`config.mk`:
```
export PLATFORM = sky130hd
export DESIGN_NAME = vrt_ctrl
export DESIGN_NICKNAME = d
export VERILOG_FILES = /design/src/rtl/vrt_pkg.sv /design/src/rtl/vrt_ctrl.sv
export VERILOG_INCLUDE_DIRS = /design/src /design/src/rtl
export SDC_FILE = /design/constraint.sdc
export NUM_CORES = 1
export LEC_CHECK = 0
export BUFFER_PORTS_ARGS = -buffer_cell sky130_fd_sc_hd__buf_2
export CORE_AREA = 2 2 213 236
export DETAILED_ROUTE_END_ITERATION = 7
export DIE_AREA = 0 0 215 238
export HOLD_SLACK_MARGIN = 0.12
export PLACE_DENSITY_LB_ADDON = 0.1
export SYNTH_ARGS = -nofsm -noshare
export SYNTH_HDL_FRONTEND = slang
export SYNTH_SLANG_ARGS = --single-unit
```
`constraint.sdc`:
```
create_clock -name clk -period 12.2 [get_ports clk]
set_input_delay 2.44 -clock clk [delete_from_list [all_inputs] [get_ports clk]]
set_output_delay 2.44 -clock clk [all_outputs]
set_load 0.01 [all_outputs]
```
`src/rtl/vrt_cfg.svh`:
```
// Constants for the voltage reference and temperature sensor control block
`ifndef VRT_CFG_SVH
`define VRT_CFG_SVH
`define VRT_CTRL_OFS 16'h020C
`define VRT_CALC_ADC_OFS 16'h0210
`define VRT_CALC_GAIN_OFS 16'h0214
`define VRT_CALC_OFFS_OFS 16'h0218
`define VRT_CALC_CMD_OFS 16'h021C
`define VRT_CALC_RES_OFS 16'h0220
`define VRT_EN_BIT 7
`define VRT_RDY_BIT 6
`define VRT_SENSOR_ENABLE_BIT 5
`define VRT_RNG_BIT 4
`define VRT_CTRL_RST 8'h00
`define VRT_WMASK 8'hBF
`define VRT_SETTLE_NS 25000
`define VRT_CLK_NS 10
`define VRT_SETTLE_CYC ((`VRT_SETTLE_NS + `VRT_CLK_NS - 1) / `VRT_CLK_NS)
`define VRT_GAIN_DIV_SH 8
`define VRT_FINAL_DIV 10
`endif

```
`src/rtl/vrt_pkg.sv`:
```
// Types for the voltage reference and temperature sensor control block
package vrt_pkg;
    typedef enum logic [1:0] {
        VRT_BUF_OFF = 2'b00,
        VRT_BUF_X1 = 2'b01,
        VRT_BUF_X2 = 2'b10,
        VRT_BUF_X4 = 2'b11
    } vrt_gain_t;
    typedef struct packed {
        logic ref_on;
        logic sensor_on;
        logic high_range;
        vrt_gain_t buf2;
        vrt_gain_t buf1;
    } vrt_analog_t;
    typedef enum logic [1:0] {
        VRT_IDLE = 2'b00,
        VRT_SETTLE = 2'b01,
        VRT_READY = 2'b10
    } vrt_state_t;
endpackage : vrt_pkg

```
`src/rtl/vrt_ctrl.sv`:
```
// Reference and temperature sensor control register with temperature datapath
//
// Behaviour
// - One 8-bit control register at 0x020C with the six documented fields.
// - Reference enable bit 7, read/write, resets to 0.
// - Ready bit 6 is read-only, 1 only when reference output usable.
// - Ready stays low through a settle interval after enabling.
// - Sensor enable bit 5 switches the temperature indicator, resets to 0.
// - Range select bit 4: 1 high range (3 VT), 0 low range (2 VT).
// - Buffer-2 gain bits 3:2: 11 4x, 10 2x, 01 1x, 00 off.
// - Buffer-1 gain bits 1:0: 11 4x, 10 2x, 01 1x, 00 off.
// - Buffer 2 feeds DAC and comparator, and ADC as input only.
// - Buffer 1 feeds ADC only, as reference and as input channel.
// - Temperature is ((count times gain) / 256 + offset) / 10.
//
// Our own choice: the strobed register port.
`timescale 1ns/1ns
`include "vrt_cfg.svh"
module vrt_ctrl
    import vrt_pkg::*;
#(
    parameter int SETTLE_CYC = `VRT_SETTLE_CYC
) (
    input wire logic clk,
    input wire logic sys_rst,
    input wire logic [15:0] reg_addr,
    input wire logic [15:0] reg_wdata,
    input wire logic reg_wr,
    input wire logic reg_rd,
    output logic [15:0] reg_rdata,
    output vrt_analog_t analog_q,
    output vrt_gain_t buf2_to_dac_cmp_q,
    output vrt_gain_t buf2_to_adc_chan_q,
    output vrt_gain_t buf1_to_adc_ref_q,
    output vrt_gain_t buf1_to_adc_chan_q,
    output logic ref_ready_q
);

    // ------------------------------------------------------------
    // Address decode
    // ------------------------------------------------------------
    wire logic sel_ctrl = (reg_addr == `VRT_CTRL_OFS);
    wire logic sel_adc = (reg_addr == `VRT_CALC_ADC_OFS);
    wire logic sel_gain = (reg_addr == `VRT_CALC_GAIN_OFS);
    wire logic sel_offs = (reg_addr == `VRT_CALC_OFFS_OFS);
    wire logic sel_cmd = (reg_addr == `VRT_CALC_CMD_OFS);
    wire logic sel_res = (reg_addr == `VRT_CALC_RES_OFS);
    wire logic sel_any = sel_ctrl | sel_adc | sel_gain | sel_offs | sel_cmd | sel_res;

    // ------------------------------------------------------------
    // Control register and settle sequencer
    // ------------------------------------------------------------
    logic [7:0] ctrl_q;
    logic [7:0] ctrl_d;
    vrt_state_t state_q;
    vrt_state_t state_d;
    logic [31:0] cnt_q;
    logic [31:0] cnt_d;
    wire logic en_now = ctrl_q[`VRT_EN_BIT];
    wire logic [7:0] wr_mask = `VRT_WMASK;

    // Ready bit is never stored from a write
    assign ctrl_d = (reg_wr && sel_ctrl) ? (reg_wdata[7:0] & wr_mask) : ctrl_q;

    // Sequencer next state
    always_comb begin
        state_d = state_q;
        cnt_d = cnt_q;
        case (state_q)
            VRT_IDLE: begin
                cnt_d = 32'h0;
                if (en_now) begin
                    state_d = VRT_SETTLE;
                end
            end
            VRT_SETTLE: begin
                cnt_d = cnt_q + 32'h1;
                if (!en_now) begin
                    state_d = VRT_IDLE;
                end else if (cnt_q >= 32'(SETTLE_CYC - 1)) begin
                    state_d = VRT_READY;
                end
            end
            VRT_READY: begin
                if (!en_now) begin
                    state_d = VRT_IDLE;
                end
            end
            default: begin
                state_d = VRT_IDLE;
            end
        endcase
    end

    // Register and sequencer flops
    always_ff @(posedge clk) begin
        if (sys_rst) begin
            ctrl_q <= `VRT_CTRL_RST;
            state_q <= VRT_IDLE;
            cnt_q <= 32'h0;
        end else begin
            ctrl_q <= ctrl_d;
            state_q <= state_d;
            cnt_q <= cnt_d;
        end
    end

    // ------------------------------------------------------------
    // Analog controls and routing
    // ------------------------------------------------------------
    wire logic ready_d = (state_d == VRT_READY) && ctrl_d[`VRT_EN_BIT];
    wire vrt_gain_t b2_d = ctrl_d[`VRT_EN_BIT] ? vrt_gain_t'(ctrl_d[3:2]) : VRT_BUF_OFF;
    wire vrt_gain_t b1_d = ctrl_d[`VRT_EN_BIT] ? vrt_gain_t'(ctrl_d[1:0]) : VRT_BUF_OFF;
    vrt_analog_t analog_d;
    assign analog_d.ref_on = ctrl_d[`VRT_EN_BIT];
    assign analog_d.sensor_on = ctrl_d[`VRT_SENSOR_ENABLE_BIT];
    assign analog_d.high_range = ctrl_d[`VRT_RNG_BIT];
    assign analog_d.buf2 = b2_d;
    assign analog_d.buf1 = b1_d;

    // Output flops for the analog side
    always_ff @(posedge clk) begin
        if (sys_rst) begin
            analog_q <= '0;
            ref_ready_q <= 1'b0;
            buf2_to_dac_cmp_q <= VRT_BUF_OFF;
            buf2_to_adc_chan_q <= VRT_BUF_OFF;
            buf1_to_adc_ref_q <= VRT_BUF_OFF;
            buf1_to_adc_chan_q <= VRT_BUF_OFF;
        end else begin
            analog_q <= analog_d;
            ref_ready_q <= ready_d;
            buf2_to_dac_cmp_q <= b2_d;
            buf2_to_adc_chan_q <= b2_d;
            buf1_to_adc_ref_q <= b1_d;
            buf1_to_adc_chan_q <= b1_d;
        end
    end

    // ------------------------------------------------------------
    // Temperature datapath
    // ------------------------------------------------------------
    logic [15:0] adc_q;
    logic signed [15:0] gain_q;
    logic signed [15:0] offs_q;
    logic signed [23:0] res_q;
    logic busy_q;

    // Count from high and low result bytes
    function automatic logic [15:0] vrt_join(input logic [7:0] hi, input logic [7:0] lo);
        vrt_join = 16'(({8'h00, hi} << 8) + {8'h00, lo});
    endfunction : vrt_join

    // Formula in a 24-bit signed accumulator
    function automatic logic signed [23:0] vrt_temp(input logic [15:0] cnt,
            input logic signed [15:0] g, input logic signed [15:0] o);
        logic signed [23:0] acc;
        acc = 24'(signed'({1'b0, cnt}) * g);
        acc = acc / 24'sd256;
        acc = acc + 24'(o);
        vrt_temp = acc / 24'sd10;
    endfunction : vrt_temp

    // Software loads range constants and averaged count, then starts
    always_ff @(posedge clk) begin
        if (sys_rst) begin
            adc_q <= 16'h0000;
            gain_q <= 16'sh0000;
            offs_q <= 16'sh0000;
            res_q <= 24'sh000000;
            busy_q <= 1'b0;
        end else begin
            if (reg_wr && sel_adc) begin
                adc_q <= vrt_join(reg_wdata[15:8], reg_wdata[7:0]);
            end
            if (reg_wr && sel_gain) begin
                gain_q <= signed'(reg_wdata);
            end
            if (reg_wr && sel_offs) begin
                offs_q <= signed'(reg_wdata);
            end
            busy_q <= reg_wr && sel_cmd && reg_wdata[0];
            if (busy_q) begin
                res_q <= vrt_temp(adc_q, gain_q, offs_q);
            end
        end
    end

    // ------------------------------------------------------------
    // Read data
    // ------------------------------------------------------------
    wire logic [7:0] ctrl_view = {ctrl_q[7], ref_ready_q, ctrl_q[5:0]};
    wire logic [15:0] rd_mux = sel_ctrl ? {8'h00, ctrl_view} :
                              sel_adc ? adc_q :
                              sel_gain ? gain_q :
                              sel_offs ? offs_q :
                              sel_cmd ? {15'h0000, busy_q} :
                              sel_res ? res_q[15:0] : 16'h0000;

    // Read data valid the cycle after the strobe only
    always_ff @(posedge clk) begin
        if (sys_rst) begin
            reg_rdata <= 16'h0000;
        end else begin
            reg_rdata <= reg_rd ? rd_mux : 16'h0000;
        end
    end

    // ------------------------------------------------------------
    // Checks
    // ------------------------------------------------------------
    // Cycles the enable bit has stood set, saturating
    logic [31:0] on_cnt_q;
    always_ff @(posedge clk) begin
        if (sys_rst || !ctrl_q[`VRT_EN_BIT]) begin
            on_cnt_q <= 32'h0;
        end else if (on_cnt_q != 32'hFFFF_FFFF) begin
            on_cnt_q <= on_cnt_q + 32'h1;
        end
    end
endmodule : vrt_ctrl

```
# --- Yosys cells after proc, flatten, opt, wreduce, memory -nomap -nowiden ---
# Cells that the tools add are included.
word_totals:
  input_bits: 36
  latch_bits: 0
  reg_bits: 130
  mem_bits_rw: 0
  rom_bits: 0
  memories: 0
  word_cells: 61
op_classes:
  magnitude_cmp: 1
  mul: 1
  bitwise: 3
  div_mod_pow: 1
  n_reduce_logical: 13
  muxes: 13
  addsub: 4
  n_shift: 0
  eq_ne: 9
op_table:
  columns: ["operator", "count"]
  rows:
  - ["equality test 16 x 10 -> 1 bit (second input constant)", 6]
  - ["two-way mux 16 bit", 5]
  - ["one-hot mux 32 bit (2 select lines)", 1]
  - ["adder 32 x 1 -> 32 bit (second input constant)", 1]
  - [">= comparator 32 x 12 -> 1 bit (second input constant)", 1]
  - ["adder 24 x 1 -> 24 bit", 1]
  - ["adder 24 x 16 -> 24 bit", 1]
  - ["divider 24 x 5 -> 24 bit (second input constant)", 1]
  - ["multiplier 17 x 16 -> 24 bit", 1]
  - ["adder 16 x 8 -> 16 bit", 1]
  - ["two-way mux 8 bit", 2]
  - ["two-way mux 2 bit", 4]
  - ["OR reduction 8 bit", 1]
  - ["logical AND 1 bit", 7]
  - ["one-hot mux 2 bit (3 select lines)", 1]
  - ["equality test 2 bit (second input constant)", 2]
  - ["OR reduction 2 bit", 2]
  - ["OR reduction 3 bit", 1]
  - ["equality test 2 x 1 -> 1 bit (second input constant)", 1]
  - ["zero test 2 bit", 1]
  - ["inverter 1 bit", 2]
  - ["nonzero test 2 bit", 1]
  - ["bitwise AND 1 bit", 1]

# --- Longest topological paths before layout ---
depth:
  word_depth: 7
  depth_mapped: 68
  depth_no_buf: 62

# --- Worst setup path after synthesis ---
# No wires, ideal clock.
synth_timing:
  path_type: "register -> register"
  startpoint: "register gain_q[3]"
  endpoint: "register res_q[12]"
  t_arrival_ns: 12.980
  required_time_ns: 12.072
  path_buffers: 5
  path_stages_with_launch: 63
  slack_ns: -0.907
  period_less_slack_ns: 13.107
  path_cell_list: "dfxtp_1 > clkbuf_1 > clkbuf_1 > nand2_1 > fa_1 > inv_1 > fa_1 > ha_1 > fa_1 > inv_1 > fa_1 > fa_1 > inv_1 > ha_1 > a21oi_1 > o21bai_1 > a21oi_1 > o21bai_1 > [... 27 more ...] > a32o_1 > buf_2 > and2_1 > o31ai_4 > a2111oi_1 > or4_4 > o211a_1 > buf_2 > a211o_1 > o2111ai_1 > nand2_1 > o31a_1 > ha_1 > o211ai_1 > o21ai_0 > xnor2_1 > mux2i_1 > nor2_1"
synth_via:
  elab_chain_len: 6
synth_rtl:
  columns: ["item", "line", "text"]
  rows:
  - ["start: declaration", "vrt_ctrl.sv:144", "logic signed [15:0] gain_q;"]
  - ["start signal: assignment", "vrt_ctrl.sv:177", "gain_q <= signed'(reg_wdata);"]
  - ["multiplier 17 x 16 -> 24 bit *", "vrt_ctrl.sv:158", "acc = 24'(signed'({1'b0, cnt}) * g);"]
  - ["OR reduction 8 bit (no source line)", null, null]
  - ["bitwise AND 1 bit (no source line)", null, null]
  - ["adder 24 x 1 -> 24 bit (no source line) *", null, null]
  - ["adder 24 x 16 -> 24 bit *", "vrt_ctrl.sv:160", "acc = acc + 24'(o);"]
  - ["divider 24 x 5 -> 24 bit *", "vrt_ctrl.sv:161", "vrt_temp = acc / 24'sd10;"]
  - ["end signal: assignment", "vrt_ctrl.sv:184", "res_q <= vrt_temp(adc_q, gain_q, offs_q);"]
  - ["end: declaration", "vrt_ctrl.sv:146", "logic signed [23:0] res_q;"]
# Every way passes the cells marked *; elsewhere a longest branch is shown, timed or not.
# A chain may end at the register's enable or synchronous reset.

# --- Final worst setup path ---
layout_timing:
  startpoint: "register gain_q[5]"
  endpoint: "register res_q[4]"
# Same word-level chain as after synthesis.

==> key figures <==
Routing
  – Initial DRC count: 886
  – Total Routed Length: 56.2 mm
  – Residual antenna-violating net count after detailed routing: 0
  – Number of search-and-repair iterations in the first detailed-routing pass: 8
  – Number of design rule violations left after detail routing: 0
  – Avg WL per Cell: 18.8 um
  – Vias/cell: 5.06
  – Via count: 15140

Yosys
  – Sequential area share after synthesis: 16.0%
  – Cell variety after synth: 99
  – Post-synthesis net count: 2277
  – Count of state elements after synthesis: 127
  – Synthesized area: 15900 um2
  – Dominant cell by count in the synthesized netlist: nand2_1
  – Prevailing post-synth register cell: dfxtp_1
  – Total of warnings raised by yosys: 0
  – Most frequent cells after synthesis: nand2_1, inv_1, fa_1
  – Area fraction of the dominant cell type after synthesis: 21.6%
  – Async set-reset flop share out of synthesis: 0%
  – Leading cell types by total area after synthesis: fa_1, dfxtp_1, ha_1
  – Average size of a mapped cell: 8.05 um2
  – Post-Synthesis Cells: 1972
  – Top cell type by total area after synthesis: fa_1
  – Post-synth EDFFs: 0

Place
  – Number of placed cells counting well taps: 2897
  – Routability Congestion: 0.901
  – Place WS: -1.23 ns
  – Estimated wirelength of the detail-placed design: 45.4 mm
  – Buffers on Ports: 67

CTS
  – Hold buffer count at CTS: 0
  – Clock transition at the register clock pins on the worst setup and hold paths after CTS: 0.07 ns
  – Number of CTS-inserted buffers: 17
  – H-tree depth: 4
  – Clock latency at the later pin of the worst-skew pair: 0.44 ns
  – Maximum number of buffers from clock root to sink: 2
  – Number of sinks on the clock net: 127
  – TritonCTS clock tree: done
  – Clock root buffer master: clkbuf_16

STA
  – Finish-stage setup viols: 16
  – Slew Limit Fails: 0
  – Number of hold-slack violations in the final timing report: 0
  – Worst-case clock skew: 0.0139 ns
  – Final cycle utilization of the critical path: 105%
  – Slack of the critical path: -0.647 ns
  – Final critical delay including setup and external delays: 12.85 ns
  – Pin slew with the least headroom to its limit: 1.06 ns
  – Worst hold slack across all endpoints: 0.485 ns
  – Max-slew headroom at the worst pin: 28.7%
  – Maximum frequency from static timing analysis: 0.0778 GHz
  – Unrepaired setup endpoints after global routing: yes

Finish
  – Area Growth Syn to Fin: 34.6%
  – Final std cells w/o fill: 2990
  – Fraction of layout cells with a size suffix above 1: 29.6%
  – Number of filler instances in the final layout: 4917
  – Area occupied by multi-input gates: 13100 um2
  – Final #Nets: 2630
  – Count of inserted antenna diode cells: 0
  – Area taken by flip-flops and latches: 2590 um2
  – Final core occ: 43.9%

Floorplan
  – Placeable core region: 48700 um2
  – Area of the die: 51200 um2
  – Die Span X: 215 um
  – Vert. Die Dim: 238 um
  – Initial cell density of the core: 32.6%
  – Io pins: 68
  – Number of core rows: 85

Critical path
  – Critical path capture point type: flop
  – Crit path largest cell delay: 0.57 ns
  – Number of cells on the worst reg-to-reg path: 59
  – Type of the worst setup path: flop to flop
  – Source of the critical timing path: gain_q[5]
  – Critical Path Most Common Cell: fa_1
  – Signal arrival time at the worst endpoint: 13.13 ns
  – Critical Path RT: 12.49 ns
  – Slowest library cell on the worst path: or4_4
  – Critical path fanouts, max: 7
  – Kind of start point of the critical path: flop
  – Reg-to-reg critical path startpoint: gain_q[5]

Flow run
  – Number of maximum-capacitance constraint violations: 0

Hold path
  – Start point of the worst min-delay path: res_q[1]
  – Number of cells traversed by the worst hold path: 2
  – Path type of the worst min-delay path: flop to flop

GRT
  – Top Usage Layer GRT: met2
  – Met2 usage: 37.0%
  – Combined global-route utilization of all metal layers: 22.1%
  – Initial antenna violation count: 0
  – Met3 GRT Util: 2.50%
  – First-pass GRT wire length: 88.7 mm
  – Met1 Track Usage GR: 30.4%
  – Maximum number of pins on one net before global-route repair: 62
  – Grt ovf: 0
  – Number of global-route vias before repair: 15400

Outcome
  – Violated checks: negative setup slack
  – Status: finished, violations left

Power
  – Total power divided by cell area: 44.7 nW/um2
  – Leakage power summed over all cells: 9.57 nW
  – Max rail drop VDD: 0.0641 mV
final timing paths:
kind                                  to  slack, ns
worst max-delay path            res_q[4]      -0.65
worst min-delay path            res_q[1]       0.48
worst max register to register  res_q[4]      -0.65
worst min register to register  res_q[1]       0.48
routing by layer:
layer	wire length [um]	part of all wire, %
met4	1160	2.1
met3	2280	4.1
met2	26800	48
met1	25900	46
met5	0	0
registers in the layout, indices dropped and copies added (netlist names):
name and cells:
reg_rdata 16, buf1_to_adc_chan_q 2, res_q 16, ref_ready_q 1
gain_q 16, offs_q 16, busy_q 1, adc_q 16
cnt_q 32, ctrl_q 7, buf2_to_adc_chan_q 2, state_q 2
logic make-up after synthesis:
kind of cell / Yosys count / synth area share [%]
xor gates and xnor gates: 119 / 6.66
muxes: 21 / 1.35
buffers and inverters: 348 / 8.62
AOI/OAI and AO/OA: 358 / 15.7
and+or+nand+nor: 730 / 22.3
adders and majority gates: 269 / 29.3
DFF: 127 / 16.0
power by group:
group          internal, mW  total, mW  switching (mW)
Combinational       0.00666     0.0254          0.0188
Sequential            0.412      0.412      0.00000285
Clock                 0.275      0.517           0.242
cell type report:
class	instances	area share, %
Clock buffer	17	1.99
Clock inverter	15	0.773
Inverter	243	4.27
Multi-Input combinational cell	1497	61.5
Sequential cell	127	12.1
Tap cell	652	3.82
Timing Repair Buffer	439	15.6
layout by cell type (no fill, tap or decap), types with 9 or more instances in the layout:
master,instances
buf_4,339
nand2_1,281
inv_1,230
fa_1,166
nor2_1,127
dfxtp_1,109
a21oi_1,107
and2_1,105
ha_1,83
buf_2,67
xnor2_1,63
xor2_1,38
o21ai_0,35
nand3_1,34
nand4_1,23
buf_6,23
nand2b_1,20
nor3_1,18
mux2i_1,17
clkbuf_16,17
xnor2_2,16
o21bai_1,13
a21oi_2,13
inv_2,12
nor4_1,12
ha_4,12
and3_1,11
o211ai_1,11
dfxtp_4,10
and2_4,9
a211oi_1,9
a211oi_2,9
a22oi_1,9
through the flow:
stage | total power, mW | setup TNS, ns | cell area [um2]
floorplan | 0.432 | -0.265 | 16300
CTS | 0.967 | -7.05 | 20700
global placement | 0.449 | -13.36 | 19300
detailed placement | 0.449 | -15.31 | 19300
finish | 0.955 | -6.34 | 21400
global route | 0.988 | -14.97 | 21400
critical path, delay by kind of cell (launching register included):
kind	cells	cell delay, ns
DFF	1	0.39
buffers and inverters	11	1.23
xor gates and xnor gates	3	0.46
AOI/OAI and AO/OA	23	3.55
and+or+nand+nor	12	3.01
muxes	1	0.13
adders and majority gates	9	3.92
timing repair:
item                       4_1_cts  5_1_grt
gates resized for setup        128       96
setup endpoints to repair       16       16
gates cloned                     1        0
pin swaps                       82       81
buffers inserted                35       32
Power figures use the tool's default switching activity.
